## src/rtl/alarm_pkg.sv

```systemverilog
/*
 * Constants for the loading arm alarm manager: sizes, register map,
 * configuration field layout, action levels, scope codes and commands.
 * Assumes a classic Wishbone slave port with 32-bit data and byte addresses.
 */
package alarm_pkg;

    // ==========================================================
    // Sizes
    localparam int NUM_ALARMS = 16;
    localparam int NUM_ARMS = 4;
    localparam int IDX_W = 4;
    localparam int CNT_W = 5;
    localparam int ADR_W = 8;
    localparam int SVC_ALARM = 0;

    // ==========================================================
    // Register byte offsets
    localparam logic [ADR_W-1:0] OFF_CMD = 8'h00;
    localparam logic [ADR_W-1:0] OFF_ACTIVE = 8'h04;
    localparam logic [ADR_W-1:0] OFF_ACKED = 8'h08;
    localparam logic [ADR_W-1:0] OFF_ARM_OUT = 8'h0C;
    localparam logic [ADR_W-1:0] OFF_ARM_CNT = 8'h10;
    localparam logic [ADR_W-1:0] OFF_HWRST_EN = 8'h14;
    localparam logic [ADR_W-1:0] OFF_LOG_CNT = 8'h18;
    localparam logic [1:0] CFG_PAGE = 2'h1;

    // ==========================================================
    // Command register fields
    localparam int CMD_OP_LSB = 0;
    localparam int CMD_IDX_LSB = 8;

    // ==========================================================
    // Alarm configuration fields
    localparam int CFG_ACT_LSB = 0;
    localparam int CFG_SCOPE_LSB = 2;
    localparam int CFG_ARM_LSB = 5;
    localparam int CFG_ASSOC_BIT = 7;
    localparam int CFG_AUTO_BIT = 8;
    localparam int CFG_RETAIN_BIT = 9;
    localparam int CFG_RSTCLR_BIT = 10;

    // ==========================================================
    // Action levels, ordered so that a larger code is more severe
    localparam logic [1:0] ACT_DISABLED = 2'h0;
    localparam logic [1:0] ACT_DISPLAY = 2'h1;
    localparam logic [1:0] ACT_PAUSE = 2'h2;
    localparam logic [1:0] ACT_SHUTDOWN = 2'h3;

    // ==========================================================
    // Scope types
    localparam logic [2:0] SCOPE_DEVICE = 3'h0;
    localparam logic [2:0] SCOPE_BAY = 3'h1;
    localparam logic [2:0] SCOPE_ARM = 3'h2;
    localparam logic [2:0] SCOPE_PRODUCT = 3'h3;
    localparam logic [2:0] SCOPE_ADDITIVE = 3'h4;

    // ==========================================================
    // Software operations
    typedef enum logic [2:0] {
        OP_NONE = 3'h0,
        OP_CLEAR = 3'h1,
        OP_RESET = 3'h2,
        OP_ACK = 3'h3,
        OP_RESET_ALL = 3'h4,
        OP_ACK_ALL = 3'h5,
        OP_SPARE6 = 3'h6,
        OP_SPARE7 = 3'h7
    } op_type;

endpackage : alarm_pkg

```

## src/rtl/alarm_manager.sv

```systemverilog
/*
 * Loading arm alarm manager: alarm state per alarm, operations on
 * single alarms and on all alarms, per-arm severity, unacknowledged
 * counts, and an indication and a shutdown output for every arm.
 * Assumes raise and clear conditions arrive synchronous to CLK_IN,
 * one bit per alarm, and software on a classic Wishbone bus.
 */
// Contract
// - Two separate outputs per arm
// - Shutdown on when severity is pause or shutdown
// - Shutdown off when severity none or display
// - Indication on when unacked count leaves zero
// - Indication off when unacked count reaches zero
// - Raise each cycle activates only inactive alarm
// - Clear deactivates; holding condition reactivates at once
// - Auto-clear alarms obey their own clear condition
// - Reset normally acts as a clear
// - Retained state re-raises unless reset clears it
// - Acknowledge changes only asserted to acknowledged
// - Reset-all resets every active alarm
// - Acknowledge-all acknowledges every asserted alarm
// - Service reminder switch-off disables until reconfigured
// - Reset-all gives service reminder ordinary reset
// - State-changing ack or reset makes log record
// - Hardware reset input resets that arm's alarms
// - Device re-enable key clears every alarm
// - Arm severity is highest active affecting level
// - Level captured at activation only
// - Disabled alarms are ignored entirely; code only blocks raising, an active one stays counted
// - Unassociated stream alarms affect no arm
`timescale 1ns/10ps

module alarm_manager (
    input wire logic CLK_IN,
    input wire logic RST_IN,
    input wire logic WB_CYC_IN,
    input wire logic WB_STB_IN,
    input wire logic WB_WE_IN,
    input wire logic [alarm_pkg::ADR_W-1:0] WB_ADR_IN,
    input wire logic [3:0] WB_SEL_IN,
    input wire logic [31:0] WB_DAT_IN,
    output logic [31:0] WB_DAT_OUT,
    output logic WB_ACK_OUT,
    input wire logic [alarm_pkg::NUM_ALARMS-1:0] RAISE_COND_IN,
    input wire logic [alarm_pkg::NUM_ALARMS-1:0] CLEAR_COND_IN,
    input wire logic [alarm_pkg::NUM_ARMS-1:0] ARM_RESET_IN,
    input wire logic DEVICE_REENABLE_IN,
    output logic [alarm_pkg::NUM_ARMS-1:0] ARM_IND_OUT,
    output logic [alarm_pkg::NUM_ARMS-1:0] ARM_SHUT_OUT,
    output logic [alarm_pkg::NUM_ALARMS-1:0] LOG_STROBE_OUT,
    output logic [alarm_pkg::NUM_ALARMS-1:0] ALARM_ACTIVE_OUT,
    output logic [alarm_pkg::NUM_ALARMS-1:0] ALARM_ACKED_OUT
);
    import alarm_pkg::*;

    // ==========================================================
    // State
    typedef struct packed {
        logic ack;
        logic [31:0] rdata;
        logic [NUM_ALARMS-1:0] active;
        logic [NUM_ALARMS-1:0] acked;
        logic [NUM_ALARMS-1:0] held;
        logic [NUM_ALARMS-1:0] off;
        logic [NUM_ALARMS-1:0] strobe;
        logic [NUM_ALARMS-1:0][1:0] level;
        logic [NUM_ALARMS-1:0][15:0] cfg;
        logic [NUM_ARMS-1:0] hw_en;
        logic [NUM_ARMS-1:0] hw_prev;
        logic reen_prev;
        logic [NUM_ARMS-1:0][CNT_W-1:0] cnt;
        logic [NUM_ARMS-1:0][1:0] sev;
        logic [NUM_ARMS-1:0] ind;
        logic [NUM_ARMS-1:0] shut;
        logic [15:0] log_cnt;
    } state_type;

    state_type s_q;
    state_type s_d;

    // ==========================================================
    // Arms affected by each alarm
    logic [NUM_ALARMS-1:0][NUM_ARMS-1:0] affect;

    genvar g;
    generate
        for (g = 0; g < NUM_ALARMS; g++) begin : g_affect
            logic [2:0] scope;
            logic [NUM_ARMS-1:0] one_arm;
            assign scope = s_q.cfg[g][CFG_SCOPE_LSB +: 3];
            assign one_arm = NUM_ARMS'(1) << s_q.cfg[g][CFG_ARM_LSB +: 2];
            always_comb begin
                affect[g] = '0;
                if (scope == SCOPE_DEVICE || scope == SCOPE_BAY) begin
                    affect[g] = '1;
                end else if (scope == SCOPE_ARM) begin
                    affect[g] = one_arm;
                end else if (scope == SCOPE_PRODUCT || scope == SCOPE_ADDITIVE) begin
                    // Stream alarms reach an arm only through association
                    affect[g] = s_q.cfg[g][CFG_ASSOC_BIT] ? one_arm : '0;
                end
            end
        end
    endgenerate

    // ==========================================================
    // Next state
    always_comb begin
        logic req;
        logic wr;
        op_type op;
        logic [IDX_W-1:0] idx;
        logic [NUM_ARMS-1:0] hw_hit;
        logic reen_hit;
        logic [1:0] eff_act;
        logic sel_me;
        logic do_ack;
        logic do_clear;
        logic do_reset;
        logic do_off;
        logic raise;
        logic logged;
        logic [IDX_W-1:0] cfg_idx;
        logic [31:0] rd;
        req = 1'b0;
        wr = 1'b0;
        op = OP_NONE;
        idx = '0;
        hw_hit = '0;
        reen_hit = 1'b0;
        eff_act = ACT_DISABLED;
        sel_me = 1'b0;
        do_ack = 1'b0;
        do_clear = 1'b0;
        do_reset = 1'b0;
        do_off = 1'b0;
        raise = 1'b0;
        logged = 1'b0;
        cfg_idx = WB_ADR_IN[5:2];
        rd = '0;
        s_d = s_q;

        // Bus: one wait state, ack lasts one cycle
        req = WB_CYC_IN && WB_STB_IN;
        s_d.ack = req && !s_q.ack;
        wr = req && s_q.ack && WB_WE_IN;

        if (wr && WB_ADR_IN == OFF_CMD && WB_SEL_IN[0]) begin
            op = op_type'(WB_DAT_IN[CMD_OP_LSB +: 3]);
        end
        if (wr && WB_ADR_IN == OFF_CMD && WB_SEL_IN[1]) begin
            idx = WB_DAT_IN[CMD_IDX_LSB +: IDX_W];
        end
        if (wr && WB_ADR_IN == OFF_HWRST_EN && WB_SEL_IN[0]) begin
            s_d.hw_en = WB_DAT_IN[NUM_ARMS-1:0];
        end
        if (wr && WB_ADR_IN[7:6] == CFG_PAGE) begin
            if (WB_SEL_IN[0]) begin
                s_d.cfg[cfg_idx][7:0] = WB_DAT_IN[7:0];
            end
            if (WB_SEL_IN[1]) begin
                s_d.cfg[cfg_idx][15:8] = WB_DAT_IN[15:8];
            end
            // Reconfiguring brings back the configured action
            if (WB_SEL_IN[1:0] != 2'h0) begin
                s_d.off[cfg_idx] = 1'b0;
            end
        end

        // Hardware inputs act on their rising edge
        s_d.hw_prev = ARM_RESET_IN;
        s_d.reen_prev = DEVICE_REENABLE_IN;
        hw_hit = ARM_RESET_IN & ~s_q.hw_prev & s_q.hw_en;
        reen_hit = DEVICE_REENABLE_IN && !s_q.reen_prev;

        // Per alarm: operations first, then the periodic raise
        s_d.strobe = '0;
        for (int i = 0; i < NUM_ALARMS; i++) begin
            sel_me = (idx == IDX_W'(i));
            do_ack = ((op == OP_ACK) && sel_me) || (op == OP_ACK_ALL);
            do_clear = ((op == OP_CLEAR) && sel_me) || reen_hit;
            if (s_q.cfg[i][CFG_AUTO_BIT] && CLEAR_COND_IN[i]) begin
                do_clear = 1'b1;
            end
            do_reset = (op == OP_RESET_ALL) && s_q.active[i];
            if (|(hw_hit & affect[i])) begin
                do_reset = 1'b1;
            end
            do_off = 1'b0;
            if ((op == OP_RESET) && sel_me) begin
                if (i == SVC_ALARM) begin
                    do_off = 1'b1;
                end else begin
                    do_reset = 1'b1;
                end
            end
            logged = 1'b0;

            if (do_ack && s_q.active[i] && !s_q.acked[i]) begin
                s_d.acked[i] = 1'b1;
                logged = 1'b1;
            end
            if (do_clear) begin
                s_d.active[i] = 1'b0;
                s_d.acked[i] = 1'b0;
            end
            if (do_reset || do_off) begin
                // Ordinary reset is a clear
                s_d.active[i] = 1'b0;
                s_d.acked[i] = 1'b0;
                logged = logged || s_q.active[i];
                if (s_q.cfg[i][CFG_RSTCLR_BIT]) begin
                    s_d.held[i] = 1'b0;
                end
            end
            if (do_off) begin
                s_d.off[i] = 1'b1;
            end

            // Retained state is set after a reset: set wins
            if (s_q.cfg[i][CFG_RETAIN_BIT] && RAISE_COND_IN[i]) begin
                s_d.held[i] = 1'b1;
            end
            eff_act = s_d.off[i] ? ACT_DISABLED : s_q.cfg[i][CFG_ACT_LSB +: 2];
            raise = RAISE_COND_IN[i] || (s_q.cfg[i][CFG_RETAIN_BIT] && s_d.held[i]);
            if (raise && !s_d.active[i] && eff_act != ACT_DISABLED) begin
                s_d.active[i] = 1'b1;
                s_d.acked[i] = 1'b0;
                s_d.level[i] = eff_act;
            end
            s_d.strobe[i] = logged;
            if (logged) begin
                s_d.log_cnt = s_d.log_cnt + 16'h0001;
            end
        end

        // Per arm: count, severity and outputs from the new state
        for (int a = 0; a < NUM_ARMS; a++) begin
            s_d.cnt[a] = '0;
            s_d.sev[a] = ACT_DISABLED;
            for (int i = 0; i < NUM_ALARMS; i++) begin
                if (s_d.active[i] && affect[i][a]) begin
                    if (!s_d.acked[i]) begin
                        s_d.cnt[a] = s_d.cnt[a] + CNT_W'(1);
                    end
                    if (s_d.level[i] > s_d.sev[a]) begin
                        s_d.sev[a] = s_d.level[i];
                    end
                end
            end
            s_d.ind[a] = (s_d.cnt[a] != '0);
            s_d.shut[a] = (s_d.sev[a] >= ACT_PAUSE);
        end

        // Read data is latched with ack
        if (WB_ADR_IN[7:6] == CFG_PAGE) begin
            rd = {16'h0000, s_q.cfg[cfg_idx]};
        end else begin
            unique case (WB_ADR_IN)
                OFF_ACTIVE: rd = {16'h0000, s_q.active};
                OFF_ACKED: rd = {s_q.off, s_q.acked};
                OFF_ARM_OUT: rd = {16'h0000, s_q.sev, s_q.shut, s_q.ind};
                OFF_ARM_CNT: begin
                    for (int a = 0; a < NUM_ARMS; a++) begin
                        rd[a*8 +: 8] = {3'h0, s_q.cnt[a]};
                    end
                end
                OFF_HWRST_EN: rd = {28'h0000000, s_q.hw_en};
                OFF_LOG_CNT: rd = {16'h0000, s_q.log_cnt};
                default: rd = '0;
            endcase
        end
        s_d.rdata = s_d.ack ? rd : 32'h00000000;
    end

    // ==========================================================
    // Registers
    always_ff @(posedge CLK_IN) begin
        if (RST_IN) begin
            s_q <= '0;
        end else begin
            s_q <= s_d;
        end
    end

    // ==========================================================
    // Outputs
    assign WB_ACK_OUT = s_q.ack;
    assign WB_DAT_OUT = s_q.rdata;
    assign ARM_IND_OUT = s_q.ind;
    assign ARM_SHUT_OUT = s_q.shut;
    assign LOG_STROBE_OUT = s_q.strobe;
    assign ALARM_ACTIVE_OUT = s_q.active;
    assign ALARM_ACKED_OUT = s_q.acked;

endmodule : alarm_manager

```

## config.mk

```make
export PLATFORM = sky130hd
export DESIGN_NAME = alarm_manager
export DESIGN_NICKNAME = d
export VERILOG_FILES = /design/src/rtl/alarm_pkg.sv /design/src/rtl/alarm_manager.sv
export SDC_FILE = /design/constraint.sdc
export NUM_CORES = 2
export LEC_CHECK = 0
export BUFFER_PORTS_ARGS = -buffer_cell sky130_fd_sc_hd__buf_2
export CORE_MARGIN = 2
export CORE_UTILIZATION = 50
export DETAILED_ROUTE_END_ITERATION = 10
export PLACE_DENSITY = 0.67
export SLEW_MARGIN = 20
export SYNTH_ARGS = -nofsm -noshare
export SYNTH_HDL_FRONTEND = slang
export SYNTH_SLANG_ARGS = --single-unit
```

## constraint.sdc

```tcl
create_clock -name CLK_IN -period 17.4 [get_ports CLK_IN]
set_input_delay 1.74 -clock CLK_IN [delete_from_list [all_inputs] [get_ports CLK_IN]]
set_output_delay 1.74 -clock CLK_IN [all_outputs]
set_load 0.02 [all_outputs]
```

* After elaboration in Yosys (flattened, before gate mapping)
Index checks and enable logic that the tools add are counted.
Storage, ports and cells: input bits 86, output and inout port bits 89, bits in registers 462
Cells by class: bitwise logic cells 22, add/subtract/negate cells 76, muxes and demuxes 622, magnitude comparators 67, reduce and logical (&&, ||, !) cells 440, shift-type cells 16, equal/unequal tests 91
Operators by type and width (count):
- $mux W256 | 3
- $mux W5 | 123
- $bwmux W256 | 2
- $mux W16 | 21
- $mux W2 | 157
- $add A5 B1 Y5 const B | 60
- $mux W4 | 65
- $add A16 B1 Y16 const B | 16
- $logic_and A1 B1 Y1 | 252
- $mux W1 | 244
- $pmux W32 S6 | 1
- $demux W16 S4 | 2
- $gt A2 B2 Y1 | 60
- $eq A3 B2 Y1 const B | 34
- $logic_or A1 B1 Y1 | 97
- $and A4 B4 Y4 | 18
- $bmux W16 S4 | 1
- $reduce_or A4 Y1 | 16
- $shl A1 B2 Y4 const A | 16
- $eq A3 B3 Y1 const B | 18
- $eq A3 B1 Y1 const B | 17
- $logic_not A3 Y1 | 16
- $logic_not A1 Y1 | 34
- $reduce_bool A2 Y1 | 17
- other kinds (24) | 44

* Logic depth before layout (Yosys ltp)
depth after elaboration 66, depth in mapped cells 93, gate-level depth less buffers 90

* Worst setup path after synthesis
No wires, ideal clock.
path kind input port to flip-flop, start point in WB_ADR_IN[1] (netlist name), end point reg s_q[30] (netlist name), slack 1.788 ns, arrival 15.527 ns, library setup time 0.086 ns, required time 17.314 ns, buffers on the path 2, cell stages on the path 86, path through or4_4 or4_1 buf_4 buf_2 nor2_1 a221oi_1 and3_1 nor2_1 nand2_1 a21boi_0 ha_1 nor2_1 o22ai_1 o21ai_0 o31ai_1 ha_1 inv_1 o221ai_1 [50 not listed] a21oi_1 ha_1 inv_1 o22ai_1 nor2_1 mux2i_1 inv_1 ha_1 inv_1 o22ai_1 nor2_1 mux2i_1 ha_1 inv_1 o22ai_1 nor2_1 nor2_1 a211oi_1
Between the ends: word-level cells in the longest chain between the ends 63
RTL lines:
- start: declaration | RTL line alarm_manager.sv:39 | input wire logic [alarm_pkg::ADR_W-1:0] WB_ADR_IN,
- $logic_not A8 Y1 * | RTL line alarm_manager.sv:148, alarm_manager.sv:151
- $logic_and A1 B1 Y1 * | RTL line alarm_manager.sv:148, alarm_manager.sv:151
- $logic_and A1 B1 Y1 (on tied branches) | RTL line alarm_manager.sv:148, alarm_manager.sv:151
- $mux W3 / $mux W4 (equally long branches) | RTL line alarm_manager.sv:148, alarm_manager.sv:151
- $eq A3 B3 Y1, or another cell as far along | RTL line alarm_manager.sv:185 | do_reset = (op == OP_RESET_ALL) && s_q.active[i];
- $logic_and A1 B1 Y1 (on tied branches) | RTL line alarm_manager.sv:185, alarm_manager.sv:190
- $mux W1 (on tied branches) | RTL line alarm_manager.sv:186, alarm_manager.sv:190
- $logic_or A1 B1 Y1 | RTL line alarm_manager.sv:207 | if (do_reset || do_off) begin
- [47 not listed]
- $mux W2 | RTL line alarm_manager.sv:246 | if (s_d.level[i] > s_d.sev[a]) begin
- $mux W2 | RTL line alarm_manager.sv:242 | if (s_d.active[i] && affect[i][a]) begin
- $gt A2 B2 Y1 | RTL line alarm_manager.sv:246
- $mux W2 | RTL line alarm_manager.sv:246
- $mux W2 | RTL line alarm_manager.sv:242
- $gt A2 B2 Y1 | RTL line alarm_manager.sv:246
- $mux W2 | RTL line alarm_manager.sv:246
- $mux W2 * | RTL line alarm_manager.sv:242
- end signal: assignment | RTL line alarm_manager.sv:280 | s_q <= '0;
- end signal: assignment | RTL line alarm_manager.sv:282 | s_q <= s_d;
- end: declaration | RTL line alarm_manager.sv:78 | state_type s_q;
Mark *: on every way between the ends. The rest lies on a longest branch, timed or not. A chain may end at the register's enable or synchronous reset.

* Worst setup path after layout
start point in WB_ADR_IN[1] (netlist name), end point reg s_q[24] (netlist name)
Same word-level chain as after synthesis.

==> impl_results.md <==
* Slowest stage cell, crit path: or4_1
* Flop pwr share at 0.449
* Crit Path Max Fanout at 7
* Net Sw Frac at 0.251
* Startpoint types: primary input
* Synth unique cells at 128
* Final core occ at 0.545
* Largest net degree at the start of global routing at 196
* Die W at 285 um
* CP Data Arrival Time at 17010 ps
* Global-route usage over all layers at 0.337
* Peak VDD IR at 69.6 uV
* Post-synthesis sequential area ratio at 0.235
* DR vias at 38100
* Post-synth top area cell: dfxtp_1
* Clock power share at 0.506
* Area growth from synthesis to layout at 7.59%
* P_sw at 592 uW
* Die area at 0.0810 sq mm
* First-pass GRT wire length at 211 mm
* RePlAce Congestion at 1.02
* Number of global-route vias before repair at 34200
* Top post-synthesis cells by area: dfxtp_1 23%, ha_1 8.1%, nand2_1 5.8%
* Port Buffers at 156
* Initial core utilization at 0.506
* P_int at 1770 uW
* Post-synth EDFFs at 0
* CTS buffer count at 54
* Drt first pass iters at 8
* Worst min path class: register to register
* Post-DP HPWL at 111 mm
* Final hold viol count at 0
* Post-Route Skew at 60.0 ps
* Nets at 5320
* Initial antenna violation count at 13
* CTS clk-pin slew, worst paths at 60 ps
* DRT Wirelength at 142 mm
* Combinational fraction of design power at 0.045
* Clk buf depth at 3
* Pwr Density at 55.7 mW/mm^2
* Top delay family on crit path: adder cells
* Area after DPL at 0.0404 sq mm
* Row count at 102
* Share of cells above drive strength 1 at 0.132
* Worst path required time at 17960 ps
* Minimum clock period at 16450 ps
* Top-area cell type share of the netlist area at 0.235
* Crit Path Category: primary input to register
* Buf/Inv on CP at 14
* Fmax at 60.8 MHz
* Status: complete, no violations
* Count leader, synth: nand2_1
* Max-slew violations at 0
* Crit-path max cell delay at 720 ps
* Crit. End Element: register
* Worst Tran Pin Value at 1110 ps
* Die Y at 285 um
* Final setup fails at 0
* DRT antenna net count at 0
* Top FF cell, synth: dfxtp_1
* Clock latency on the worst-skew pair at 660 ps
* Synth Area per Inst at 7.86 sq um
* Drt drc at 0
* Depth of the CTS H-tree at 2
* Final period util at 0.945
* Slew headroom at 0.252
* Vias per inst at 6.29
* Routed WL per cell at 23.4 um
* Synthesized area at 0.0394 sq mm
* Initial drt markers at 4695
* CTS Root Cell: clkbuf_16
* Syn Inst Count at 5010
* Leak pwr at 0.0163 uW
* Clock sink count at 462
* Async S/R FF share, synth at 0
* Final Cell Area at 0.0423 sq mm
* GR Overflow Total at 0
* Core ar. at 0.0777 sq mm
* Syn Nets at 5352
* Ports at 175
* Most instantiated cells after synthesis: 611 x nand2_1, 544 x nor2_1, 462 x dfxtp_1, 362 x a21oi_1, 268 x nand3_1
* CTS tree: built
* Flops & latches, synth at 462
* Maxcap violations at 0
* YS warnings at 0
-- registers in the layout, summed over array words and instances, names as in the netlist --
name	count
ALARM_ACKED_OUT	16
ALARM_ACTIVE_OUT	16
ARM_IND_OUT	4
ARM_SHUT_OUT	4
LOG_STROBE_OUT	16
WB_ACK_OUT	1
WB_DAT_OUT	32
g_affect.scope	48
s_q	325
-- stage by stage --
stage	hold WS [ps]	power (uW)	setup TNS, ps	cells	setup WS, ps
finish	453	2360	0	6063	949
global route	467	2410	-88.7	6062	-84.6
CTS	454	2360	0	6060	1080
detailed placement	446	1180	0	5961	456
global placement	435	1180	0	5961	793
floorplan	429	1140	0	5010	1790
-- tightest hold or removal path, cell delays in order (launching register included) --
cell	delay, ps
dfxtp_1	310
nand2_1	50
a21oi_1	50
-- layer usage --
metal | part of all wire | global-route usage
met1 | 0.43 | 0.475
met3 | 0.11 | 0.0701
met4 | 0.045 | 0.131
met5 | 0.00026 | 0
met2 | 0.42 | 0.502
-- cell families (layout without fill, tap and decap cells) --
kind of cell             Yosys count  after routing  synth area share
AO/OA/AOI/OAI                   1105           1105             0.186
flip-flops                       462            462             0.235
other                              0              2                 0
XOR/XNOR                         341            341            0.0826
buffers and inverters            512            523            0.0586
multiplexers                     313            313             0.109
adder cells (fa/ha/maj)          258            258            0.0819
AND/OR/NAND/NOR                 2019           2019             0.246
-- layout by cell type (no fill, tap or decap), types with 55 or more instances in the layout --
cell | synthesis | layout
nand2_1 | 611 | 611
nor2_1 | 544 | 541
dfxtp_1 | 462 | 462
a21oi_1 | 362 | 357
nand3_1 | 268 | 268
ha_1 | 256 | 256
inv_1 | 203 | 203
xnor2_1 | 203 | 203
o21ai_0 | 152 | 149
buf_2 | 8 | 149
mux2_2 | 140 | 140
xor2_1 | 112 | 112
mux2i_1 | 93 | 91
o22ai_1 | 83 | 83
mux4_2 | 80 | 80
nor3_1 | 73 | 73
nor2b_1 | 71 | 71
nand4_1 | 70 | 70
buf_4 | 91 | 67
nand2b_1 | 61 | 61
and2_1 | 56 | 55
-- power groups by stage --
stage	Sequential (uW)	Combinational (uW)	Clock, uW
after floorplan	1080	58.9	0
after global placement	1080	102	0
after detailed placement	1080	101	0
after CTS	1060	101	1200
after global routing	1060	109	1240
final	1060	106	1190
-- path summary, 6_finish.rpt --
| path | start | end | slack (ps) | cells after the start |
|---|---|---|---|---|
| worst max-delay path | WB_ADR_IN[1] | s_q[24] | 950 | 87 |
| worst min-delay path | s_q[108] | s_q[108] | 450 | 2 |
| worst max register to register | g_affect[2].scope[2] | s_q[24] | 1650 | 83 |
| worst min register to register | s_q[108] | s_q[108] | 450 | 2 |
-- final cells by class --
type	instances	area (sq um)
flip-flops and latches	462	9250
fillers	7378	35400
inverters	203	762
multi-input cells	4036	27900
clock inverters	30	347
repair buffers	221	1310
clock buffers	69	1490
well taps	1040	1300
diodes	2	5.00
-- repair_timing --
action / CTS / global route
hold buffers: 0 / 0
hold endpoints to repair: 0 / 0
endpoints found under the setup margin: 0 / 4
gates resized for setup: 0 / 16
buffers inserted: 0 / 1
No activity file was read; power rests on OpenSTA's default activity.
